### config.mk
export PLATFORM = sky130hd
export DESIGN_NAME = tftp_power_seq
export DESIGN_NICKNAME = d
export VERILOG_FILES = /design/src/tftp_pkg.sv /design/src/tftp_polarity.sv /design/src/tftp_power_seq.sv
export SDC_FILE = /design/constraint.sdc
export NUM_CORES = 1
export LEC_CHECK = 0
export BUFFER_PORTS_ARGS = -buffer_cell sky130_fd_sc_hd__buf_2
export CAP_MARGIN = 20
export CORE_MARGIN = 2
export CORE_UTILIZATION = 41
export DETAILED_ROUTE_END_ITERATION = 6
export PLACE_DENSITY_LB_ADDON = 0.2
export SKIP_LAST_GASP = 1
export SLEW_MARGIN = 20
export SYNTH_ARGS = -nofsm -noshare
export SYNTH_HDL_FRONTEND = slang
export SYNTH_SLANG_ARGS = --single-unit
### constraint.sdc
create_clock -name clk_sys -period 2.1 [get_ports clk_sys]
set_input_delay 0.105 -clock clk_sys [delete_from_list [all_inputs] [get_ports clk_sys]]
set_output_delay 0.105 -clock clk_sys [all_outputs]
set_load 0.02 [all_outputs]
### src/tftp_pkg.sv
// Shared constants of the panel power sequencer
package tftp_pkg;

	// ******************************
	// Widths
	// ******************************
	localparam int PIX_W      = 18;
	localparam int GPIO_W     = 7;
	localparam int GRP_GPIO_W = 4;

	// ******************************
	// Pin assignment of the spare pins
	// ******************************
	localparam int GPIO_OTHER_SUPPLY = 4;
	localparam int GPIO_POWER_GATE   = 5;
	localparam int GPIO_LOGIC_SUPPLY = 6;

	// ******************************
	// Software register holding the power-save bit
	// ******************************
	localparam logic [7:0] PS_REG_INDEX  = 8'hA0;
	localparam logic       PS_RESET_VAL  = 1'b1;

	// ******************************
	// Timing
	// ******************************
	localparam int CLK_PERIOD_PS = 5000;
	localparam int SIG_T_MAX_NS  = 20;
	// Longest time rounds down
	localparam int SIG_T_CYCLES  = (SIG_T_MAX_NS * 1000) / CLK_PERIOD_PS;
	localparam int GATE_FRAMES   = 2;
	// Frame starts seen once the wanted periods are complete
	localparam logic [1:0] GATE_EDGES = 2'(GATE_FRAMES + 1);

	// ******************************
	// Counter states
	// ******************************
	typedef enum logic [1:0] {
		TFTP_GATE_IDLE = 2'b00,
		TFTP_GATE_WAIT = 2'b01,
		TFTP_GATE_MET  = 2'b10
	} tftp_gate_e;

endpackage

### src/tftp_polarity.sv
// Line polarity toggle with per-frame alternation
`timescale 1ns/1ps
`default_nettype none
module tftp_polarity (
	// Clock and reset
	input  wire logic clk_sys,
	input  wire logic rst,
	// Sync events
	input  wire logic line_rise,
	input  wire logic frame_rise,
	// Polarity out
	output var  logic line_polarity_toggle
);

	logic start_pol_reg;
	logic start_pol_next;
	logic pol_next;

	// ******************************
	// Next-state selection
	// ******************************
	// Frame start alternates
	assign start_pol_next = frame_rise ? ~start_pol_reg : start_pol_reg;
	assign pol_next = frame_rise ? ~start_pol_reg :
		line_rise ? ~line_polarity_toggle : line_polarity_toggle;

	always_ff @(posedge clk_sys or posedge rst) begin
		if (rst) begin
			start_pol_reg        <= 1'b0;
			line_polarity_toggle <= 1'b0;
		end else begin
			start_pol_reg        <= start_pol_next;
			line_polarity_toggle <= pol_next;
		end
	end
endmodule
`default_nettype wire

### src/tftp_power_seq.sv
// Panel signal gating and power sequencing support
`timescale 1ns/1ps
`default_nettype none
// Notes on behaviour
// - Polarity output flips on every line pulse not at a frame start while power save is off
// - Polarity alternates per line and per frame
// - Drive signals within 20 ns of wake
// - Force signals low within 20 ns
// - Group: pixel bus, clocks, pulses, pins 0-3
// - Power-save enable bit gates the group; other-supply pin starts the gate delay count
module tftp_power_seq (
	// Clock and reset
	input  wire logic                             clk_sys,
	input  wire logic                             rst,
	// Power-save bit from the control register
	input  wire logic                             power_save_en,
	// Panel timing from the display pipeline
	input  wire logic [tftp_pkg::PIX_W-1:0]       pix_data_in,
	input  wire logic                             shift_clock_in,
	input  wire logic                             line_pulse_in,
	input  wire logic                             frame_pulse_in,
	// Software levels for the general-purpose pins
	input  wire logic [tftp_pkg::GPIO_W-1:0]      gpio_sw,
	// Panel signal group and spare pins
	output var  logic [tftp_pkg::PIX_W-1:0]       panel_pixel_bus,
	output var  logic                             pixel_shift_clock,
	output var  logic                             line_pulse,
	output var  logic                             frame_pulse,
	output var  logic [tftp_pkg::GPIO_W-1:0]      gpio_out,
	// Polarity and status
	output var  logic                             line_polarity_toggle,
	output var  logic                             panel_signals_active,
	output var  logic                             gate_delay_met
);

	// ******************************
	// Signal gating
	// ******************************
	logic                             drive_en;
	logic [tftp_pkg::PIX_W-1:0]       pix_next;
	logic                             shift_next;
	logic                             line_next;
	logic                             frame_next;
	logic [tftp_pkg::GPIO_W-1:0]      gpio_next;
	logic [tftp_pkg::GRP_GPIO_W-1:0]  grp_gpio;

	assign drive_en = !power_save_en;
	assign pix_next   = drive_en ? pix_data_in : '0;
	assign shift_next = drive_en & shift_clock_in;
	assign line_next  = drive_en & line_pulse_in;
	assign frame_next = drive_en & frame_pulse_in;
	assign grp_gpio   = drive_en ?
		gpio_sw[tftp_pkg::GRP_GPIO_W-1:0] : '0;
	// Spare pins never gated by power save
	assign gpio_next = {gpio_sw[tftp_pkg::GPIO_W-1:tftp_pkg::GRP_GPIO_W],
		grp_gpio};

	always_ff @(posedge clk_sys or posedge rst) begin
		if (rst) begin
			panel_pixel_bus      <= '0;
			pixel_shift_clock    <= 1'b0;
			line_pulse           <= 1'b0;
			frame_pulse          <= 1'b0;
			gpio_out             <= '0;
			panel_signals_active <= !tftp_pkg::PS_RESET_VAL;
		end else begin
			panel_pixel_bus      <= pix_next;
			pixel_shift_clock    <= shift_next;
			line_pulse           <= line_next;
			frame_pulse          <= frame_next;
			gpio_out             <= gpio_next;
			panel_signals_active <= drive_en;
		end
	end

	// ******************************
	// Sync edge detection
	// ******************************
	logic line_prev_reg;
	logic frame_prev_reg;
	logic frame_in_prev_reg;
	logic line_rise;
	logic frame_rise;
	logic frame_in_rise;

	assign line_rise     = line_next & ~line_prev_reg;
	assign frame_rise    = frame_next & ~frame_prev_reg;
	assign frame_in_rise = frame_pulse_in & ~frame_in_prev_reg;

	always_ff @(posedge clk_sys or posedge rst) begin
		if (rst) begin
			line_prev_reg  <= 1'b0;
			frame_prev_reg <= 1'b0;
		end else begin
			line_prev_reg  <= line_next;
			frame_prev_reg <= frame_next;
		end
	end

	// ******************************
	// Polarity generator
	// ******************************
	tftp_polarity u_polarity (
		.clk_sys              (clk_sys),
		.rst                  (rst),
		.line_rise            (line_rise),
		.frame_rise           (frame_rise),
		.line_polarity_toggle (line_polarity_toggle)
	);

	// ******************************
	// Power-gate delay counter
	// ******************************
	logic                   supply_on;
	logic [1:0]             edge_cnt_reg;
	logic [1:0]             edge_cnt_next;
	tftp_pkg::tftp_gate_e   gate_state_reg;
	tftp_pkg::tftp_gate_e   gate_state_next;

	assign supply_on = gpio_sw[tftp_pkg::GPIO_OTHER_SUPPLY];

	always_comb begin
		gate_state_next = gate_state_reg;
		edge_cnt_next   = edge_cnt_reg;
		case (gate_state_reg)
			tftp_pkg::TFTP_GATE_IDLE: begin
				edge_cnt_next = 2'h0;
				if (supply_on) begin
					gate_state_next = tftp_pkg::TFTP_GATE_WAIT;
				end
			end
			tftp_pkg::TFTP_GATE_WAIT: begin
				if (!supply_on) begin
					gate_state_next = tftp_pkg::TFTP_GATE_IDLE;
				end else if (frame_in_rise) begin
					edge_cnt_next = edge_cnt_reg + 2'h1;
					if (edge_cnt_next == tftp_pkg::GATE_EDGES) begin
						gate_state_next = tftp_pkg::TFTP_GATE_MET;
					end
				end
			end
			tftp_pkg::TFTP_GATE_MET: begin
				if (!supply_on) begin
					gate_state_next = tftp_pkg::TFTP_GATE_IDLE;
				end
			end
			default: begin
				gate_state_next = tftp_pkg::TFTP_GATE_IDLE;
			end
		endcase
	end

	always_ff @(posedge clk_sys or posedge rst) begin
		if (rst) begin
			frame_in_prev_reg <= 1'b0;
			edge_cnt_reg      <= 2'h0;
			gate_state_reg    <= tftp_pkg::TFTP_GATE_IDLE;
			gate_delay_met    <= 1'b0;
		end else begin
			frame_in_prev_reg <= frame_pulse_in;
			edge_cnt_reg      <= edge_cnt_next;
			gate_state_reg    <= gate_state_next;
			// Ready flag for the gate pin
			gate_delay_met    <=
				(gate_state_next == tftp_pkg::TFTP_GATE_MET);
		end
	end
endmodule
`default_nettype wire
==> After elaboration in Yosys (flattened, before gate mapping) <==
Cells that the tools add are included.
{ "word_totals": {"reg_bits": 37, "in_bits": 31, "out_inout_bits": 31, "elab_cells": 48} }
{ "classes": {"addsub": 1, "eq_ne": 6, "muxes": 13, "n_bitwise": 11, "n_reduce_logical": 5} }
{ "op_table": {"columns": ["op", "n"], "rows": [
  ["$mux W18", 1],
  ["$mux W2", 7],
  ["$and A1 B1 Y1", 6],
  ["$eq A2 B2 Y1 const B", 3],
  ["$pmux W2 S3", 1],
  ["$not A1 Y1", 5],
  ["$mux W4", 1],
  ["$ne A2 B2 Y1 const B", 2],
  ["$pmux W2 S2", 1],
  ["$reduce_bool A2 Y1", 2],
  ["$reduce_and A3 Y1", 1],
  ["$add A2 B1 Y2 const B", 1],
  ["$eq A2 B1 Y1 const B", 1],
  ["$logic_not A2 Y1", 1],
  ["$mux W1", 2],
  ["$logic_not A1 Y1", 1]
]} }

==> Depth between registers and ports, before layout <==
Gate-level depths: netlist of run 1.
{ "logic_depth": {"ltp_word": 7, "depth_mapped": 5, "mapped_depth_nobuf": 5} }

==> Modules after synthesis <==
Synthesis of run 1 repeated with hierarchy kept, for this count alone.
{ "unflattened": {"hier_cells": 88, "area_unflattened_um2": 1272.5} }
{ "modules_own_cells": {"columns": ["mod", "instances", "cells_each", "area_per_inst_um2", "seq_area_each_um2"], "rows": [
  ["tftp_power_seq", 1, 82, 1191.1, 875.8],
  ["tftp_polarity", 1, 6, 81.3, 50.0]
]} }

==> Least setup slack after synthesis of run 1 <==
No wires, ideal clock.
{ "synth_timing": {"path_kind": "reg-to-reg", "start": "reg edge_cnt_reg[1]", "end": "reg edge_cnt_reg[1]", "setup_ns": 0.069, "arrival_time_ns": 1.196, "t_required_ns": 2.031, "slack_ns": 0.836, "stages_incl_launch_ff": 4, "path_buffers": 0, "synth_period_minus_slack_ns": 1.264, "path_cell_list": "dfrtp_1 > ha_1 > or4b_1 > nand3_1"} }
{ "synth_between": {"elab_chain_len": 4} }
{ "synth_lines": {"columns": ["element", "line", "rtl"], "rows": [
  ["start: declaration", "tftp_power_seq.sv:115", "logic [1:0] edge_cnt_reg;"],
  ["start signal: assignment", "tftp_power_seq.sv:161", "edge_cnt_reg <= edge_cnt_next;"],
  ["$add A2 B1 Y2", "tftp_power_seq.sv:136", "edge_cnt_next = edge_cnt_reg + 2'h1;"],
  ["$mux W2", "tftp_power_seq.sv:135", "end else if (frame_in_rise) begin"],
  ["$mux W2", "tftp_power_seq.sv:133", "if (!supply_on) begin"],
  ["$pmux W2 S2", "tftp_power_seq.sv:125", "case (gate_state_reg)"]
]} }
Every way passes these cells. The select of a mux whose other input is x is not followed.
A chain may end at the register's enable or synchronous reset.

==> Final worst setup path of run 1 <==
Ends and elaborated chain as after synthesis.

==> flow_metrics.tcl, run 1 <==
set metrics [dict create \
    crit_chain "ha_1 -> or4b_1 -> nand3_1" \
    ir_drop_mv 0.491 \
    timing.fmax_ghz 0.747 \
    io_pins 62 \
    synthMuxAreaShare_pct 0.798 \
    grt_pass1_vias 923 \
    start_kind "flip-flop" \
    cp.arrival_ps 1610 \
    root_buffer "clkbuf_4" \
    final_nets 215 \
    rsz0062_at_grt "no" \
    syn_area_mm2 0.00125 \
    tritoncts "built" \
    power.density_mw_per_mm2 699 \
    syn_avg_cell_area_um2 14.4 \
    final_common_cell "buf_2" \
    crit_path_max_fanout 3 \
    regMostFlops "panel_pixel_bus" \
    setup_violations 0 \
    core-area_mm2 0.00298 \
    final_max_slew_viol_count 0 \
    n_fill_cell 233 \
    synth_compound_area_share_pct 2.00 \
    power_leakage_nw 1.01 \
    die_h_um 59.3 \
    ys_ff_latch 37 \
    drt-pass1-iter-count 4 \
    final_cell_mix "61 x buf_2, 37 x dfrtp_1, 29 x dlygate4sd3_1, 25 x nor2b_1, 5 x clkbuf_4" \
    synth_top_area_share_pct 73.9 \
    hold_class "in2reg" \
    ys_types 19 \
    grt_overflow 0 \
    cp-end-kind "flip-flop" \
    synth_xor_area_share_pct 1.40 \
    yosysTopAreaCell "dfrtp_1" \
    drv_cap 0 \
    cts_max_path_buffers 2 \
    cts_num_sinks 37 \
    syn-num-nets 119 \
    drtIter0Drc 18 \
    finalWirelength_um 2440 \
    grt_pass1_wl_um 3930 \
    syn_inst 87 \
    synth_top_family_by_area "simple AND/OR/NAND/NOR gates" \
    drcViolationCount 0 \
    largest_reg_flops 18 \
    slowest_stage "or4b_1" \
    grt_max_degree 38 \
    critPathKind "reg2reg" \
    start_util_pct 42.1 \
    reg_top3 "panel_pixel_bus x18, gpio_out x7" \
    n_antenna_cell 0 \
    antenna_found_initial 0 \
    cts_resized 0 \
    grt_util_all_layers_pct 16.0 \
    yosys.area_share.simple_pct 19.5 \
    slew_headroom_pct 69.8 \
    area_growth_pct 54.7 \
    avgRoutedWirePerCell_um 11.2 \
    numPortBuffers 61 \
    post-route-min-period_ps 1340 \
    synth_area_leaders "dfrtp_1 74%, nor2b_1 12%, or4b_1 1.6%" \
    rows 20 \
    clock_latency_ps 330 \
    clkTransAtPathRegs_ps 100 \
    synth-seq-area-share_pct 73.9 \
    gp_congestion 0.672 \
    die_x_um 59.3 \
    yosysWarnings 0 \
    die-area_mm2 0.00352 \
    post-cts-setup-buffers 0 \
    crit_required_ps 2370 \
    detail-route-antenna-nets 0 \
    cpPeakStageDelay_ps 500 \
    setup_ws_ps 762 \
    final_core_util_pct 65.1 \
    synthAdderAreaFrac_pct 0.998 \
    layout-drive-gt1-share_pct 37.0 \
    fin_crit_sh_pct 63.7 \
    viasPerCell 4.30 \
    status "completed" \
    finClkSkew_ps 3.21 \
    final.setup.tns_ps 0 \
    cts_made_buffers 5 \
    ctsHtreeMaxLevel 2 \
    hold_viol_final 0 \
    vias 933 \
    worstMarginPinSlew_ps 453 \
    preCtsSetupSlack_ps 776 \
]
synth_stat cells, drive strengths merged:
cell and n:
a21boi 2, a21oi 1, and2b 1, and4b 1, clkbuf 2, dfrtp 37
ha 1, inv 3, mux2i 1, nand2 1, nand2b 2, nand3 2
nand3b 1, nor2b 25, nor3b 2, o21ai 1, or4b 2, xnor2 1
xor2 1
cells by family after synthesis:
| family | count (synthesis) |
|---|---|
| simple gates | 37 |
| buf+inv | 5 |
| xor+xnor | 2 |
| flops | 37 |
| mux | 1 |
| fa+ha+maj | 1 |
| compound gates | 4 |
path summary, 6_finish.rpt:
check | startpoint | endpoint | slack [ps] | cells after the start
min reg2reg | u_polarity.start_pol_reg$_DFFE_PP0P_ | u_polarity.line_polarity_toggle$_DFFE_PP0P_ | 480 | 1
min | power_save_en | panel_signals_active$_DFF_PP0_ | 160 | 2
max | edge_cnt_reg[1]$_DFFE_PP0P_ | edge_cnt_reg[1]$_DFFE_PP0P_ | 760 | 3
max in group asynchronous | rst | panel_pixel_bus[16]$_DFF_PP0_ | 1390 | 4
min in group asynchronous | rst | pixel_shift_clock$_DFF_PP0_ | 410 | 4
max reg2reg | edge_cnt_reg[1]$_DFFE_PP0P_ | edge_cnt_reg[1]$_DFFE_PP0P_ | 760 | 3
report_power, final:
group | internal, W | switching (W) | total [W]
Clock | 0.000133 | 0.000206 | 0.000340
Sequential | 0.000763 | 0.0000226 | 0.000786
Combinational | 0.000114 | 0.000116 | 0.000230
final cells by class:
class / count / area [um^2] / share of cell area [%]
well taps: 33 / 41.3 / 2.13
clock buffers: 8 / 48.8 / 2.52
repair buffers: 91 / 603 / 31.1
multi-input cells: 45 / 309 / 15.9
flip-flops and latches: 37 / 926 / 47.7
inverters: 3 / 11.3 / 0.581
critical path, delay by kind of cell, from the launching register on:
family | cells | cell delay [ps]
flip-flops | 1 | 420
adder cells (fa/ha/maj) | 1 | 270
AND/OR/NAND/NOR | 2 | 590
layer usage:
layer,track usage [%],routed length [um],vias to the layer above
met1,15.8,962,424
met2,27.5,1270,33
met3,7.64,156,6
met4,8.44,50,0
met5,0,0,-
li1,-,-,470
repair_timing:
action,CTS,global route
hold buffers,27,2
endpoints found under the hold margin,63,2
setup endpoints to repair,0,0
metrics by stage:
stage	std cells	total power [W]	hold slack, ps	instance area (um^2)
after floorplan	87	0.000909	136	1250
after global placement	180	0.000986	213	1600
after detailed placement	180	0.000991	215	1600
after CTS	215	0.00138	1.49	1920
after global routing	217	0.00144	196	1940
final	217	0.00136	161	1940
Power figures use the tool's default switching activity.
==> inputs of run 2 (changes only) <==
--- a/config.mk
+++ b/config.mk
@@ -5,10 +5,11 @@
 export SDC_FILE = /design/constraint.sdc
 export NUM_CORES = 1
 export LEC_CHECK = 0
+export ABC_AREA = 1
 export BUFFER_PORTS_ARGS = -buffer_cell sky130_fd_sc_hd__buf_2
 export CAP_MARGIN = 20
 export CORE_MARGIN = 2
-export CORE_UTILIZATION = 41
+export CORE_UTILIZATION = 40
 export DETAILED_ROUTE_END_ITERATION = 6
 export PLACE_DENSITY_LB_ADDON = 0.2
 export SKIP_LAST_GASP = 1
==> constraint.sdc (replaced) <==
create_clock -name clk_sys -period 1.15 [get_ports clk_sys]
set_input_delay 0.0575 -clock clk_sys [delete_from_list [all_inputs] [get_ports clk_sys]]
set_output_delay 0.0575 -clock clk_sys [all_outputs]
set_load 0.02 [all_outputs]
==> run 2 against run 1 <==
  * Clock skew grew 4.8 ps
  * Routed wire length grew 19%
  * Non-clock buffer count grew 2
  * Total power grew 95%
  * Combinational power grew 100%
  * Fmax grew 29%
  * Critical path type unchanged
  * Sequential power grew 82%
  * Clock power grew 120%
  * Register-to-register slack lost 650 ps
==> flow_metrics.tcl, run 2 <==
set metrics [dict create \
    worstMarginPinSlew_ps 303 \
    whs_path_depth 2 \
    drcViolationCount 0 \
    crit_required_ps 1370 \
    synth_top_family_by_area "simple AND/OR/NAND/NOR gates" \
    grt_util_all_layers_pct 18.1 \
    finalWirelength_um 2910 \
    final_core_util_pct 66.0 \
    synth-edff-count 0 \
    seqPwrFrac_pct 54.1 \
    syn_avg_cell_area_um2 10.3 \
    grt_pass1_wl_um 4820 \
    yosysTopAreaCell "dfrtp_1" \
    cpPeakStageDelay_ps 410 \
    power_frac_clock_pct 28.5 \
    rows 20 \
    vias 1128 \
    viasPerCell 4.19 \
    stdcell_area_mm2 0.00203 \
    timing.fmax_ghz 0.964 \
    dp_cells 232 \
    yosys.area_share.simple_pct 16.4 \
    ctsHtreeMaxLevel 2 \
    largest_reg_flops 18 \
    cts_resized 0 \
    detail-route-antenna-nets 0 \
    clock_latency_ps 330 \
    synth.most_common_cell "dfrtp_1" \
    drt-pass1-iter-count 4 \
    avgRoutedWirePerCell_um 10.8 \
    synthMuxAreaShare_pct 0 \
    grt_max_degree 25 \
    intPower_w 0.00195 \
    synth_area_leaders "dfrtp_1 71%, inv_1 9.5%, nor2_1 7.5%" \
    regMostFlops "panel_pixel_bus" \
    clkTransAtPathRegs_ps 110 \
    path_buf_inv 1 \
    dpl-instance-area_mm2 0.00167 \
    crit_path_max_fanout 3 \
    numPortBuffers 61 \
    grt_overflow 0 \
    slew_headroom_pct 79.8 \
    io_pins 62 \
    ir_drop_mv 1.03 \
    async_flop_share_pct 100 \
    final_cell_mix "61 x buf_2, 37 x dfrtp_1, 33 x inv_1, 29 x dlygate4sd3_1, 26 x nor2_1" \
    p_sw_share_pct 26.1 \
    final_max_slew_viol_count 0 \
    layout-drive-gt1-share_pct 32.9 \
    post-cts-setup-buffers 0 \
    n_antenna_cell 0 \
    final_common_cell "buf_2" \
    cts_made_buffers 5 \
    drv_cap 0 \
    syn_inst 127 \
    final_nets 256 \
    drtIter0Drc 32 \
    antenna_found_initial 0 \
    ys_types 14 \
    syn-num-nets 159 \
    power.switching_w 0.000691 \
    n_fill_cell 264 \
    status "completed" \
    cts_hold_buf 29 \
    yosysWarnings 0 \
    slowest_stage "dfrtp_1" \
    grt_pass1_vias 1187 \
    cp.arrival_ps 1250 \
    setup_violations 0 \
    cp.depth 4 \
    rsz0062_at_grt "no" \
    gp_congestion 0.775 \
    synthAdderAreaFrac_pct 0.956 \
    start_util_pct 42.5 \
    ys.flop_type "dfrtp_1" \
    die_h_um 61.2 \
    fin_crit_sh_pct 90.2 \
    hpwl_um 1860 \
    cp-end-kind "flip-flop" \
    crit_chain "inv_1 -> ha_1 -> nand4_1 -> and3_1" \
    area_growth_pct 55.2 \
    cts_num_sinks 37 \
    synth_common_cells "37 x dfrtp_1, 33 x inv_1, 26 x nor2_1, 15 x nand2_1, 5 x nand3_1" \
    start_kind "flip-flop" \
    cts_max_path_buffers 2 \
    die-area_mm2 0.00375 \
    root_buffer "clkbuf_4" \
    synth_xor_area_share_pct 0 \
    layout.cells.non_filler 269 \
    synth_top_area_share_pct 70.7 \
    rr_worst_depth 4 \
    power.density_mw_per_mm2 1300 \
    synth_compound_area_share_pct 0.765 \
    power_leakage_nw 1.20 \
    critPathKind "reg2reg" \
    final.setup.tns_ps 0 \
    die_x_um 61.2 \
    p_comb_share_pct 17.5 \
    syn_area_mm2 0.00131 \
    crit_family "flip-flops" \
    post-route-min-period_ps 1040 \
    core-area_mm2 0.00308 \
    synth-seq-area-share_pct 70.7 \
    ys_ff_latch 37 \
    reg_top3 "panel_pixel_bus x18, gpio_out x7" \
    tritoncts "built" \
    hold_class "in2reg" \
    hold_viol_final 0 \
    finClkSkew_ps 8.03 \
]
==> run 2: layer usage <==
layer  track usage, %  vias up  wire length (um)
li1                 -      552                 -
met1             18.5      533              1040
met2             33.1       39              1620
met3             6.09        4               205
met4             8.39        0                34
met5                0        -                 0
==> run 2: final timing paths <==
kind	startpoint	slack, ps	endpoint
max reg2reg	edge_cnt_reg[0]$_DFFE_PP0P_	110	gate_state_reg[0]$_DFF_PP0_
min	power_save_en	30	panel_signals_active$_DFF_PP0_
max	edge_cnt_reg[0]$_DFFE_PP0P_	110	gate_state_reg[0]$_DFF_PP0_
min reg2reg	edge_cnt_reg[1]$_DFFE_PP0P_	490	edge_cnt_reg[1]$_DFFE_PP0P_
max in group asynchronous	rst	570	gate_state_reg[0]$_DFF_PP0_
min in group asynchronous	rst	280	gpio_out[0]$_DFF_PP0_
==> run 2: area by class of cell <==
type | count | area [um^2] | area share [%]
Multi-Input combinational cell | 54 | 238 | 11.7
Clock inverter | 1 | 5.00 | 0.246
Clock buffer | 7 | 65.1 | 3.20
Inverter | 33 | 124 | 6.10
Sequential cell | 37 | 926 | 45.6
Tap cell | 44 | 55.1 | 2.71
Timing Repair Buffer | 93 | 618 | 30.4
==> run 2: power groups by stage <==
stage | sequential [W] | combinational, W | clock [W]
2_1_floorplan | 0.00153 | 0.000153 | 0
3_3_place_gp | 0.00145 | 0.000374 | 0
3_5_place_dp | 0.00146 | 0.000388 | 0
4_1_cts | 0.00143 | 0.000464 | 0.000791
5_1_grt | 0.00144 | 0.000514 | 0.000838
6_report | 0.00143 | 0.000462 | 0.000753
==> run 2: metrics by stage <==
stage                     hold WS [ps]  power (W)  worst slack [ps]
after floorplan                   88.9    0.00169               210
after global placement            79.7    0.00183               190
after detailed placement          87.7    0.00184               129
after CTS                         10.5    0.00269               102
after global routing              21.8    0.00279              44.9
final                             31.6    0.00265               113
==> run 2: cells by family (layout without fill, tap and decap cells) <==
family / count (synthesis) / in the layout
buffers and inverters: 36 / 134
AND/OR/NAND/NOR: 51 / 51
flip-flops: 37 / 37
adder cells (fa/ha/maj): 1 / 1
AO/OA/AOI/OAI: 2 / 2
==> inputs of run 3 (changes only) <==
--- a/config.mk
+++ b/config.mk
@@ -9,7 +9,7 @@
 export BUFFER_PORTS_ARGS = -buffer_cell sky130_fd_sc_hd__buf_2
 export CAP_MARGIN = 20
 export CORE_MARGIN = 2
-export CORE_UTILIZATION = 40
+export CORE_UTILIZATION = 41
 export DETAILED_ROUTE_END_ITERATION = 6
 export PLACE_DENSITY_LB_ADDON = 0.2
 export SKIP_LAST_GASP = 1
==> constraint.sdc (replaced) <==
create_clock -name clk_sys -period 1 [get_ports clk_sys]
set_input_delay 0.05 -clock clk_sys [delete_from_list [all_inputs] [get_ports clk_sys]]
set_output_delay 0.05 -clock clk_sys [all_outputs]
set_load 0.02 [all_outputs]
==> run 3 against run 2 <==
  * The run now ends with negative setup slack left
  * Sequential share of layout area shrank 0.14 points
  * Non-clock buffer count grew 3
  * Sequential power grew 15%
  * First-iteration DRC count shrank 22%
  * Largest cell class unchanged
  * Largest power group unchanged
  * Highest routed layer unchanged
==> flow_metrics.tcl, run 3 (same netlist as run 2, synthesis figures left out) <==
set metrics [dict create \
    avgRoutedWirePerCell_um 11.2 \
    grt_max_degree 23 \
    ctsHtreeMaxLevel 2 \
    power_leakage_nw 1.20 \
    stdcell_area_mm2 0.00204 \
    ir_drop_mv 0.967 \
    die_x_um 60.5 \
    core-area_mm2 0.00305 \
    grtUsageMet3_pct 7.68 \
    cp-end-kind "flip-flop" \
    detail-route-antenna-nets 0 \
    reg_top3 "panel_pixel_bus x18, gpio_out x7" \
    n_antenna_cell 0 \
    worstMarginPinSlew_ps 272 \
    largest_reg_flops 18 \
    viasPerCell 4.13 \
    tritoncts "built" \
    multi_input_area_um2 238 \
    slew_headroom_pct 81.8 \
    die_h_um 60.5 \
    clkTransAtPathRegs_ps 100 \
    dpl-instance-area_mm2 0.00167 \
    crit_end "edge_cnt_reg[1]$_DFFE_PP0P_" \
    hold_class "in2async" \
    r2r_start "edge_cnt_reg[0]$_DFFE_PP0P_" \
    cts_max_path_buffers 2 \
    slowest_stage "dfrtp_1" \
    status "complete, but fails checks" \
    rsz0062_at_grt "yes" \
    layout.cells.non_filler 272 \
    grt_overflow 0 \
    cp.depth 5 \
    gr-usage-met1_pct 19.1 \
    reg2reg_slack_ps -20 \
    die-area_mm2 0.00366 \
    grt.busiest_layer "met2" \
    rows 20 \
    final_common_cell "buf_2" \
    use_met2_pct 32.0 \
    preCtsSetupSlack_ps -37.7 \
    fin_crit_sh_pct 102 \
    grt_pass1_wl_um 4690 \
    dp_cells 232 \
    antenna_found_initial 0 \
    power.density_mw_per_mm2 1440 \
    crit_family "flip-flops" \
    gp_congestion 0.671 \
    drv_cap 0 \
    violations "negative setup slack" \
    regArea_um2 926 \
    layout-drive-gt1-share_pct 32.5 \
    crit_chain "inv_1 -> ha_1 -> nor2_1 -> nand3_1 -> nand2_1" \
    rr_worst_depth 5 \
    numPortBuffers 61 \
    post-route-min-period_ps 1020 \
    final_cell_mix "60 x buf_2, 37 x dfrtp_1, 32 x inv_1, 30 x dlygate4sd3_1, 26 x nor2_1" \
    rr_endpoint "edge_cnt_reg[1]$_DFFE_PP0P_" \
    crit_required_ps 1280 \
    clock_latency_ps 330 \
    n_fill_cell 268 \
    cpPeakStageDelay_ps 370 \
    timing.fmax_ghz 0.978 \
    start_kind "flip-flop" \
    critPathKind "reg2reg" \
    cp-startpoint "edge_cnt_reg[0]$_DFFE_PP0P_" \
    vias 1124 \
    io_pins 62 \
    hpwl_um 1940 \
    start_util_pct 42.9 \
    finClkSkew_ps 4.51 \
    drt-pass1-iter-count 4 \
    hold_viol_final 0 \
    drtIter0Drc 25 \
    root_buffer "clkbuf_4" \
    grt_pass1_vias 1146 \
    final_max_slew_viol_count 0 \
    crit_path_max_fanout 2 \
    path_buf_inv 1 \
    drcViolationCount 0 \
    cts_made_buffers 5 \
    grt_util_all_layers_pct 18.2 \
    setup_ws_ps -22.0 \
    final_nets 259 \
    setup_violations 1 \
    area_growth_pct 55.6 \
    regMostFlops "panel_pixel_bus" \
    finalWirelength_um 3040 \
    cp.arrival_ps 1300 \
    cts_num_sinks 37 \
]
## run 3: cell count changes in the layout (fill, tap and decap cells not counted)
cell	previous run	this run
buf_4	3	6
clkbuf_1	0	3
clkbuf_8	2	0
buf_2	61	60
clkinv_2	1	0
dlygate4sd3_1	29	30
inv_1	33	32
inv_2	0	1
## run 3: per-stage QoR
| stage | setup TNS [ps] | hold slack, ps | utilization, % | total power, W |
|---|---|---|---|---|
| 2_1_floorplan | 0 | 81.4 | - | 0.00194 |
| 3_3_place_gp | 0 | 79.1 | 54.7 | 0.00210 |
| 3_5_place_dp | -50.2 | 86.9 | 54.7 | 0.00213 |
| 4_1_cts | -0.973 | 263 | 66.4 | 0.00296 |
| 5_1_grt | -138 | 308 | 66.7 | 0.00311 |
| 6_report | -22.0 | 305 | 66.7 | 0.00293 |
## run 3: layout make-up
cell class                 instances  area share, %
sequential                        37           45.5
timing repair buffer              96           31.7
multi-input combinational         54           11.7
inverter                          33           6.08
tap                               44           2.70
clock buffer                       8           2.40
## run 3: worst min path at each step
| stage | from | to | slack (ps) | cells past startpoint |
|---|---|---|---|---|
| after floorplan | frame_pulse_in | frame_in_prev_reg$_DFF_PP0_ | 80 | 0 |
| after global placement | rst | gpio_out[0]$_DFF_PP0_ | 80 | 3 |
| after detailed placement | rst | gpio_out[0]$_DFF_PP0_ | 90 | 3 |
| after CTS | rst | frame_in_prev_reg$_DFF_PP0_ | 260 | 4 |
| after global routing | rst | gpio_out[1]$_DFF_PP0_ | 310 | 4 |
| final | rst | gpio_out[0]$_DFF_PP0_ | 300 | 4 |
## run 3: routing by layer
layer	share of wire, %	routed length, um	vias to the layer above
met2	55	1670	46
met5	0	0	-
li1	-	-	556
met3	6.6	200	8
met1	36	1100	514
met4	2.2	67	0
## run 3: timing repair
action | 4_1_cts | 5_1_grt
hold buffers | 30 | 0
setup buffers | 1 | 1
gates resized for setup | 0 | 3
endpoints found under the setup margin | 2 | 7
endpoints found under the hold margin | 70 | 0
pin swaps | 3 | 1
## run 3: power breakdown
group	leakage, nW	switching, W	internal [W]	total [W]
clock	0.0265	0.000438	0.000280	0.000718
combinational	0.708	0.000305	0.000264	0.000569
sequential	0.470	0.0000440	0.00160	0.00165
total	1.20	0.000787	0.00215	0.00293
## run 3: worst min-delay path: cells and delay by family
kind	cells	cell delay, ps
buffers and inverters	4	960
